[src/pkg/bus_xcvr_pkg.sv]
// Package: register map, control layout and reset values of the bus transceiver
package bus_xcvr_pkg;

  // ****************************************
  // Register map (byte addresses)
  // ****************************************
  localparam logic [31:0] CTRL_OFF    = 32'h0000_0000;
  localparam logic [31:0] STORE_A_OFF = 32'h0000_0004;
  localparam logic [31:0] STORE_B_OFF = 32'h0000_0008;
  localparam logic [31:0] PINS_OFF    = 32'h0000_000c;
  localparam logic [31:0] DRIVE_OFF   = 32'h0000_0010;

  // ****************************************
  // Field layout
  // ****************************************
  localparam int CTRL_FIELD_W   = 4;
  localparam int DRIVE_FIELD_W  = 2;
  localparam int STORE_A_POS    = 0;

  // ****************************************
  // Bus answers
  // ****************************************
  localparam logic [1:0] RESP_OKAY   = 2'h0;
  localparam logic [1:0] RESP_SLVERR = 2'h2;

  // Per-section controls
  typedef struct packed {
    logic port_en_n;
    logic dir;
    logic a_to_b_source_sel;
    logic b_to_a_source_sel;
  } section_ctrl_type;

  // Isolated after reset: neither port is driven
  localparam section_ctrl_type CTRL_RESET = '{port_en_n: 1'b1, dir: 1'b0,
                                              a_to_b_source_sel: 1'b0, b_to_a_source_sel: 1'b0};

  // Decoded register selector
  typedef enum logic [2:0] {
    SEL_CTRL    = 3'h0,
    SEL_STORE_A = 3'h1,
    SEL_STORE_B = 3'h2,
    SEL_PINS    = 3'h3,
    SEL_DRIVE   = 3'h4,
    SEL_NONE    = 3'h7
  } reg_sel_type;

  // AXI4-Lite write request carrier: address, data and strobes
  typedef struct packed {
    logic [31:0] addr;
    logic [31:0] data;
    logic [3:0]  strb;
  } wr_req_type;

endpackage

[src/core/bus_transceiver.sv]
// Module: registered two-section bus transceiver with AXI4-Lite control
`timescale 1ns/1ps

// Function
// - Two identical independently controlled 8-bit sections
// - Capture clock rising edge loads its port
// - Capture never gated by enable or direction
// - Enable high: neither port driven, captures continue
// - No capture edge: stored contents held
// - Direction low drives A, high drives B
// - A driven, select low: live B passes
// - A driven, select high: stored B drives
// - B driven, select low: live A passes
// - B driven, select high: stored A drives
// - Undriven port remains capturable while other driven
// - Source change moves cleanly, no glitch
// - Disabled output keeps input and storage working
module bus_transceiver #(
  parameter int SECTIONS  = 2,
  parameter int SECTION_W = 8
) (
  input  wire logic                            mclk,
  input  wire logic                            sys_rst,
  input  wire logic [31:0]                     awaddr,
  input  wire logic                            awvalid,
  output logic                                 awready,
  input  wire logic [31:0]                     wdata,
  input  wire logic [3:0]                      wstrb,
  input  wire logic                            wvalid,
  output logic                                 wready,
  output logic [1:0]                           bresp,
  output logic                                 bvalid,
  input  wire logic                            bready,
  input  wire logic [31:0]                     araddr,
  input  wire logic                            arvalid,
  output logic                                 arready,
  output logic [31:0]                          rdata,
  output logic [1:0]                           rresp,
  output logic                                 rvalid,
  input  wire logic                            rready,
  input  wire logic [SECTIONS-1:0]             a_side_capture_clk,
  input  wire logic [SECTIONS-1:0]             b_side_capture_clk,
  input  wire logic [SECTIONS*SECTION_W-1:0]   a_in,
  output logic      [SECTIONS*SECTION_W-1:0]   a_out,
  output logic      [SECTIONS-1:0]             a_oe_n,
  input  wire logic [SECTIONS*SECTION_W-1:0]   b_in,
  output logic      [SECTIONS*SECTION_W-1:0]   b_out,
  output logic      [SECTIONS-1:0]             b_oe_n
);

  localparam int WIDTH = SECTIONS * SECTION_W;

  // ****************************************
  // Elaboration checks
  // ****************************************
  // Live pins of both ports share one 32-bit word
  if (WIDTH > 16 || SECTIONS < 1 || SECTION_W < 1 ||
      SECTIONS * bus_xcvr_pkg::CTRL_FIELD_W > 8) begin : g_bad_size
    $error("bus_transceiver: sections or width out of range");
  end

  // ****************************************
  // Helpers
  // ****************************************
  function automatic bus_xcvr_pkg::reg_sel_type decode(input logic [31:0] addr);
    case (addr)
      bus_xcvr_pkg::CTRL_OFF:    decode = bus_xcvr_pkg::SEL_CTRL;
      bus_xcvr_pkg::STORE_A_OFF: decode = bus_xcvr_pkg::SEL_STORE_A;
      bus_xcvr_pkg::STORE_B_OFF: decode = bus_xcvr_pkg::SEL_STORE_B;
      bus_xcvr_pkg::PINS_OFF:    decode = bus_xcvr_pkg::SEL_PINS;
      bus_xcvr_pkg::DRIVE_OFF:   decode = bus_xcvr_pkg::SEL_DRIVE;
      default:                   decode = bus_xcvr_pkg::SEL_NONE;
    endcase
  endfunction

  // ****************************************
  // State
  // ****************************************
  bus_xcvr_pkg::section_ctrl_type [SECTIONS-1:0] ctrl_r, ctrl_nxt;
  logic [WIDTH-1:0]    a_store_r, a_store_nxt;
  logic [WIDTH-1:0]    b_store_r, b_store_nxt;
  logic [SECTIONS-1:0] a_clk_prev_r, a_clk_prev_nxt;
  logic [SECTIONS-1:0] b_clk_prev_r, b_clk_prev_nxt;
  logic [WIDTH-1:0]    a_out_r, a_out_nxt, b_out_r, b_out_nxt;
  logic [SECTIONS-1:0] a_oe_n_r, a_oe_n_nxt, b_oe_n_r, b_oe_n_nxt;

  bus_xcvr_pkg::wr_req_type wr_r, wr_nxt;
  logic        aw_held_r, aw_held_nxt, w_held_r, w_held_nxt;
  logic        awready_r, awready_nxt, wready_r, wready_nxt;
  logic        bvalid_r, bvalid_nxt;
  logic [1:0]  bresp_r, bresp_nxt;
  logic        arready_r, arready_nxt, rvalid_r, rvalid_nxt;
  logic [31:0] rdata_r, rdata_nxt;
  logic [1:0]  rresp_r, rresp_nxt;

  // ****************************************
  // Capture path
  // ****************************************
  // Capture clocks are sampled pins; an edge is a low-to-high step between samples
  always_comb begin
    a_store_nxt  = a_store_r;
    b_store_nxt  = b_store_r;
    a_clk_prev_nxt = a_side_capture_clk;
    b_clk_prev_nxt = b_side_capture_clk;
    for (int s = 0; s < SECTIONS; s++) begin
      if (a_side_capture_clk[s] && !a_clk_prev_r[s]) begin
        a_store_nxt[s*SECTION_W +: SECTION_W] = a_in[s*SECTION_W +: SECTION_W];
      end
      if (b_side_capture_clk[s] && !b_clk_prev_r[s]) begin
        b_store_nxt[s*SECTION_W +: SECTION_W] = b_in[s*SECTION_W +: SECTION_W];
      end
    end
  end

  // Stored data carries no reset on purpose
  always_ff @(posedge mclk) begin
    a_store_r <= a_store_nxt;
    b_store_r <= b_store_nxt;
  end

  // Held high in reset so a clock already high does not fake an edge
  always_ff @(posedge mclk) begin
    if (sys_rst) begin
      a_clk_prev_r <= '1;
      b_clk_prev_r <= '1;
    end else begin
      a_clk_prev_r <= a_clk_prev_nxt;
      b_clk_prev_r <= b_clk_prev_nxt;
    end
  end

  // ****************************************
  // Drive path
  // ****************************************
  // Registered mux: output steps straight from old to new source
  always_comb begin
    a_out_nxt  = '0;
    b_out_nxt  = '0;
    a_oe_n_nxt = '1;
    b_oe_n_nxt = '1;
    for (int s = 0; s < SECTIONS; s++) begin
      if (!ctrl_r[s].port_en_n) begin
        if (!ctrl_r[s].dir) begin
          a_oe_n_nxt[s] = 1'b0;
          if (ctrl_r[s].b_to_a_source_sel) begin
            a_out_nxt[s*SECTION_W +: SECTION_W] = b_store_r[s*SECTION_W +: SECTION_W];
          end else begin
            a_out_nxt[s*SECTION_W +: SECTION_W] = b_in[s*SECTION_W +: SECTION_W];
          end
        end else begin
          b_oe_n_nxt[s] = 1'b0;
          if (ctrl_r[s].a_to_b_source_sel) begin
            b_out_nxt[s*SECTION_W +: SECTION_W] = a_store_r[s*SECTION_W +: SECTION_W];
          end else begin
            b_out_nxt[s*SECTION_W +: SECTION_W] = a_in[s*SECTION_W +: SECTION_W];
          end
        end
      end
    end
  end

  always_ff @(posedge mclk) begin
    if (sys_rst) begin
      a_out_r  <= '0;
      b_out_r  <= '0;
      a_oe_n_r <= '1;
      b_oe_n_r <= '1;
    end else begin
      a_out_r  <= a_out_nxt;
      b_out_r  <= b_out_nxt;
      a_oe_n_r <= a_oe_n_nxt;
      b_oe_n_r <= b_oe_n_nxt;
    end
  end

  // ****************************************
  // Register write channel
  // ****************************************
  always_comb begin
    wr_nxt      = wr_r;
    aw_held_nxt = aw_held_r;
    w_held_nxt  = w_held_r;
    bvalid_nxt  = bvalid_r;
    bresp_nxt   = bresp_r;
    ctrl_nxt    = ctrl_r;
    if (bvalid_r && bready) begin
      bvalid_nxt = 1'b0;
    end
    if (awvalid && awready_r) begin
      aw_held_nxt = 1'b1;
      wr_nxt.addr = awaddr;
    end
    if (wvalid && wready_r) begin
      w_held_nxt  = 1'b1;
      wr_nxt.data = wdata;
      wr_nxt.strb = wstrb;
    end
    if (aw_held_nxt && w_held_nxt && !bvalid_r) begin
      aw_held_nxt = 1'b0;
      w_held_nxt  = 1'b0;
      bvalid_nxt  = 1'b1;
      bresp_nxt   = bus_xcvr_pkg::RESP_OKAY;
      case (decode(wr_nxt.addr))
        bus_xcvr_pkg::SEL_CTRL: begin
          // Only byte 0 holds controls
          if (wr_nxt.strb[0]) begin
            ctrl_nxt = wr_nxt.data[SECTIONS*bus_xcvr_pkg::CTRL_FIELD_W-1:0];
          end
        end
        bus_xcvr_pkg::SEL_STORE_A, bus_xcvr_pkg::SEL_STORE_B,
        bus_xcvr_pkg::SEL_PINS, bus_xcvr_pkg::SEL_DRIVE: begin
          bresp_nxt = bus_xcvr_pkg::RESP_OKAY;
        end
        default: begin
          bresp_nxt = bus_xcvr_pkg::RESP_SLVERR;
        end
      endcase
    end
    awready_nxt = !aw_held_nxt && !bvalid_nxt;
    wready_nxt  = !w_held_nxt && !bvalid_nxt;
  end

  always_ff @(posedge mclk) begin
    if (sys_rst) begin
      wr_r      <= '0;
      aw_held_r <= 1'b0;
      w_held_r  <= 1'b0;
      awready_r <= 1'b1;
      wready_r  <= 1'b1;
      bvalid_r  <= 1'b0;
      bresp_r   <= bus_xcvr_pkg::RESP_OKAY;
      ctrl_r    <= {SECTIONS{bus_xcvr_pkg::CTRL_RESET}};
    end else begin
      wr_r      <= wr_nxt;
      aw_held_r <= aw_held_nxt;
      w_held_r  <= w_held_nxt;
      awready_r <= awready_nxt;
      wready_r  <= wready_nxt;
      bvalid_r  <= bvalid_nxt;
      bresp_r   <= bresp_nxt;
      ctrl_r    <= ctrl_nxt;
    end
  end

  // ****************************************
  // Register read channel
  // ****************************************
  always_comb begin
    rvalid_nxt = rvalid_r;
    rdata_nxt  = rdata_r;
    rresp_nxt  = rresp_r;
    if (rvalid_r && rready) begin
      rvalid_nxt = 1'b0;
    end
    if (arvalid && arready_r) begin
      rvalid_nxt = 1'b1;
      rdata_nxt  = '0;
      rresp_nxt  = bus_xcvr_pkg::RESP_OKAY;
      case (decode(araddr))
        bus_xcvr_pkg::SEL_CTRL:    rdata_nxt = 32'(ctrl_r);
        bus_xcvr_pkg::SEL_STORE_A: rdata_nxt = 32'(a_store_r);
        bus_xcvr_pkg::SEL_STORE_B: rdata_nxt = 32'(b_store_r);
        bus_xcvr_pkg::SEL_PINS:    rdata_nxt = 32'({b_in, a_in});
        bus_xcvr_pkg::SEL_DRIVE:   rdata_nxt = 32'({b_oe_n_r, a_oe_n_r});
        default:                   rresp_nxt = bus_xcvr_pkg::RESP_SLVERR;
      endcase
    end
    arready_nxt = !rvalid_nxt;
  end

  always_ff @(posedge mclk) begin
    if (sys_rst) begin
      arready_r <= 1'b1;
      rvalid_r  <= 1'b0;
      rdata_r   <= '0;
      rresp_r   <= bus_xcvr_pkg::RESP_OKAY;
    end else begin
      arready_r <= arready_nxt;
      rvalid_r  <= rvalid_nxt;
      rdata_r   <= rdata_nxt;
      rresp_r   <= rresp_nxt;
    end
  end

  // ****************************************
  // Outputs
  // ****************************************
  assign awready = awready_r;
  assign wready  = wready_r;
  assign bvalid  = bvalid_r;
  assign bresp   = bresp_r;
  assign arready = arready_r;
  assign rvalid  = rvalid_r;
  assign rdata   = rdata_r;
  assign rresp   = rresp_r;
  assign a_out   = a_out_r;
  assign a_oe_n  = a_oe_n_r;
  assign b_out   = b_out_r;
  assign b_oe_n  = b_oe_n_r;

endmodule

[config.mk]
export PLATFORM = sky130hd
export DESIGN_NAME = bus_transceiver
export DESIGN_NICKNAME = d
export VERILOG_FILES = /design/src/pkg/bus_xcvr_pkg.sv /design/src/core/bus_transceiver.sv
export SDC_FILE = /design/constraint.sdc
export NUM_CORES = 1
export LEC_CHECK = 0
export ABC_AREA = 0
export BUFFER_PORTS_ARGS = -buffer_cell sky130_fd_sc_hd__buf_2
export CORE_AREA = 2 2 91 137
export DETAILED_ROUTE_END_ITERATION = 12
export DIE_AREA = 0 0 93 139
export PLACE_DENSITY = 0.84
export SETUP_SLACK_MARGIN = 0.3
export SYNTH_ARGS = -nofsm -noshare
export SYNTH_HDL_FRONTEND = slang
export SYNTH_SLANG_ARGS = --single-unit
[constraint.sdc]
create_clock -name mclk -period 3.31 [get_ports mclk]
set_input_delay 0.4965 -clock mclk [delete_from_list [all_inputs] [get_ports mclk]]
set_output_delay 0.4965 -clock mclk [all_outputs]
set_load 0.03 [all_outputs]
==> flow_summary.json <==
{
  "hold_viol_final": 0,
  "p_sw_mw": 1.07,
  "antenna_found_initial": 2,
  "required_ps": 3600,
  "clock_latency_ps": 420,
  "reg2regPathDepth": 6,
  "start_util_pct": 52.2,
  "crit_fanout": 32,
  "cp-start-kind": "flip-flop",
  "dr.pass1.iters": 6,
  "clockBufferDepth": 2,
  "holdPathEnd": "a_clk_prev_r[0]$_SDFF_PP1_",
  "synth_edf_count": 32,
  "fin_tns_setup_ps": 0,
  "die_area_um2": 12900,
  "rsz0062_at_grt": "no",
  "worstHoldStart": "a_side_capture_clk[0]",
  "relSlewSlack_pct": 44.2,
  "drc": 0,
  "r2r_end": "ctrl_r[6]$_SDFFE_PP0P_",
  "place_congestion": 0.812,
  "htree_num_levels": 4,
  "critical_path_arrival_ps": 2420,
  "core_area_um2": 11800,
  "setup_viol": 0,
  "io_buffers": 190,
  "fp.dieH_um": 139,
  "grt_overflow_total": 0,
  "cts-buffers-inserted": 17,
  "startpoint": "awready$_SDFF_PP1_",
  "fillers": 916,
  "design_area_um2": 7760,
  "placed_cell_area_um2": 7170,
  "status": "finished, final reports clean",
  "crit_buf_inv": 1,
  "synthCells": 606,
  "synth_cell_types": 42,
  "skew_ps": 11.5,
  "cts_resized": 0,
  "path_cells": "and2_1 -> buf_4 -> a21oi_1 -> nor2_1 -> nand4_1 -> mux2_2",
  "grt_pass1_vias": 5311,
  "area_growth_pct": 26.3,
  "clk_pin_slew_ps": 70,
  "worst_pin_slew_ps": 836,
  "nNetsFinal": 928,
  "cts_tree": "built",
  "wl_mm": 16.0,
  "fmax_mhz": 470,
  "p_int_mw": 3.34,
  "drtIter0Drc": 345,
  "viasPerCell": 5.44,
  "synthesis.area_um2": 6150,
  "critPathKind": "flip-flop to flip-flop",
  "pin_count": 220,
  "grt_max_degree": 69,
  "cpPeakStageDelay_ps": 440,
  "hpwl_mm": 11.7,
  "die_w_um": 93,
  "cts_hold_buffers": 0,
  "async_flop_share_pct": 0,
  "core.rowCount": 49,
  "endpoint_kind": "flip-flop",
  "min_path_cells": 2,
  "p_clk_share_pct": 44.5,
  "power_per_cell_area_nw_per_um2": 568,
  "slowest_stage": "mux2_2",
  "synth-seq-area-share_pct": 58.0,
  "hp-class": "primary input to flip-flop",
  "p_seq_share_pct": 47.6,
  "yosysWarnings": 0,
  "min_period_over_period_pct": 64.3,
  "period_minus_slack_ps": 2130,
  "report.final.slew_viol_count": 0,
  "crit_family": "simple AND/OR/NAND/NOR gates",
  "cts.sinks": 162,
  "postSynthAreaPerCell_um2": 10.1,
  "grt_first_pass_wirelength_mm": 25.3,
  "reg2reg_slack_ps": 1180,
  "grt_usage_pct": 25.0,
  "clockRootBuffer": "clkbuf_16",
  "p_leak_nw": 3.24,
  "via_count": 5181,
  "synth-main-ff-cell": "dfxtp_1",
  "antenna_left": 0,
  "wl_per_cell_um": 16.8,
  "cap_viol_max_count": 0,
  "r2r_start": "awready$_SDFF_PP1_",
  "irDropWorstVdd_uv": 378,
  "swShare_pct": 24.2,
  "combPwrFrac_pct": 7.9,
  "drive_above_1_share_pct": 34.1,
  "ys_ff_latch": 162,
  "cts_setup_buffers": 0
}
cell usage in the layout, fill, tap and decap left out, types with 3 or more instances in the layout:
cell	instances
nor2_1	44
inv_1	7
nand2b_1	3
a31oi_1	3
nand3b_1	3
o21ai_2	16
clkinv_4	3
o21ai_1	4
and2_1	3
nor2b_1	14
inv_6	4
or2_2	4
dfxtp_1	130
nand2_1	132
buf_2	190
mux2i_1	36
a21oi_1	46
mux2_2	14
mux4_2	7
nor4_1	18
nand4_1	5
a22oi_1	9
edfxtp_1	32
nor3_1	5
a211oi_1	3
o21ai_0	11
clkbuf_16	17
buf_4	6
sequential cells by signal, indices dropped and copies added, names as in the netlist, 8 cells and up:
signal and count:
b_out 16, b_store_r 16, ctrl_r 8, rdata 32, wr_r 41, a_out 16
a_store_r 16
per-stage QoR:
step | power [mW] | instances | worst slack, ps | hold WS, ps | utilization, %
3_5_place_dp | 2.49 | 919 | 914 | 440 | 60.9
5_1_grt | 4.57 | 952 | 950 | 259 | 66.0
6_report | 4.41 | 952 | 1180 | 272 | 66.0
2_1_floorplan | 2.34 | 607 | 1260 | 436 | -
4_1_cts | 4.43 | 951 | 1130 | 258 | 65.9
3_3_place_gp | 2.47 | 919 | 959 | 428 | 60.9
cell type report:
class / count / area (um2) / area share (%)
multi-input combinational: 401 / 2390 / 30.8
timing repair buffer: 196 / 996 / 12.8
clock inverter: 15 / 170 / 2.19
antenna: 1 / 2.50 / 0.0322
inverter: 7 / 26.3 / 0.338
sequential: 162 / 3560 / 45.9
clock buffer: 17 / 425 / 5.48
tap: 153 / 191 / 2.47
cells in the mapped netlist (all sizes together), types with 3 or more instances:
cell type	n	area [um2]
dfxtp	130	2600
nand2b	3	18.8
a211oi	3	22.5
mux2	14	158
a31oi	3	18.8
a21oi	47	235
nor2	44	165
and2	3	18.8
nor3	7	45.0
edfxtp	32	961
inv	7	26.3
nor2b	14	87.6
o21ai	31	215
or2	4	25.0
a22oi	9	67.6
nand3b	3	22.5
clkbuf	26	97.6
buf	11	78.8
nand2	132	495
nor4	18	113
mux2i	36	360
nand4	5	31.3
mux4	7	158
power by group through the flow:
stage               clock network (mW)  logic, mW  registers, mW
floorplan                            0      0.189           2.15
global placement                     0      0.330           2.14
detailed placement                   0      0.344           2.14
CTS                               1.98      0.348           2.10
global route                      2.08      0.383           2.11
finish                            1.96      0.349           2.10
how the worst max path moves through the flow:
stage                                   to  slack [ps]  depth (start not counted)
floorplan           rdata[21]$_SDFFE_PP0P_        1260                          7
global placement    ctrl_r[5]$_SDFFE_PP0P_         960                          6
detailed placement  ctrl_r[4]$_SDFFE_PP0P_         910                          6
CTS                 ctrl_r[6]$_SDFFE_PP0P_        1130                          5
global route        ctrl_r[6]$_SDFFE_PP0P_         950                          5
finish              ctrl_r[6]$_SDFFE_PP0P_        1180                          6
kinds of logic (layout without fill, tap and decap cells):
group	Yosys count	count (layout)	share of synthesized area, %
AND/OR/NAND/NOR	243	243	17.8
flip-flops	162	162	58.0
AO/OA/AOI/OAI	99	99	9.85
multiplexers	57	57	11.0
buffers and inverters	44	235	3.30
other	1	3	0.0610
worst reg2reg max path, cell delays in order, from the launching register on:
cell     delay [ps]
dfxtp_1         430
and2_1          180
buf_4           290
a21oi_1         150
nor2_1          110
nand4_1         400
mux2_2          440
routing by layer:
layer	vias up	part of all wire, %	GRT usage (%)
met2	240	54	45.0
li1	2453	-	-
met4	2	2.8	11.5
met5	-	0.075	0
met3	37	7.7	6.14
met1	2449	35	27.0
(Power assumes the default switching activity.)
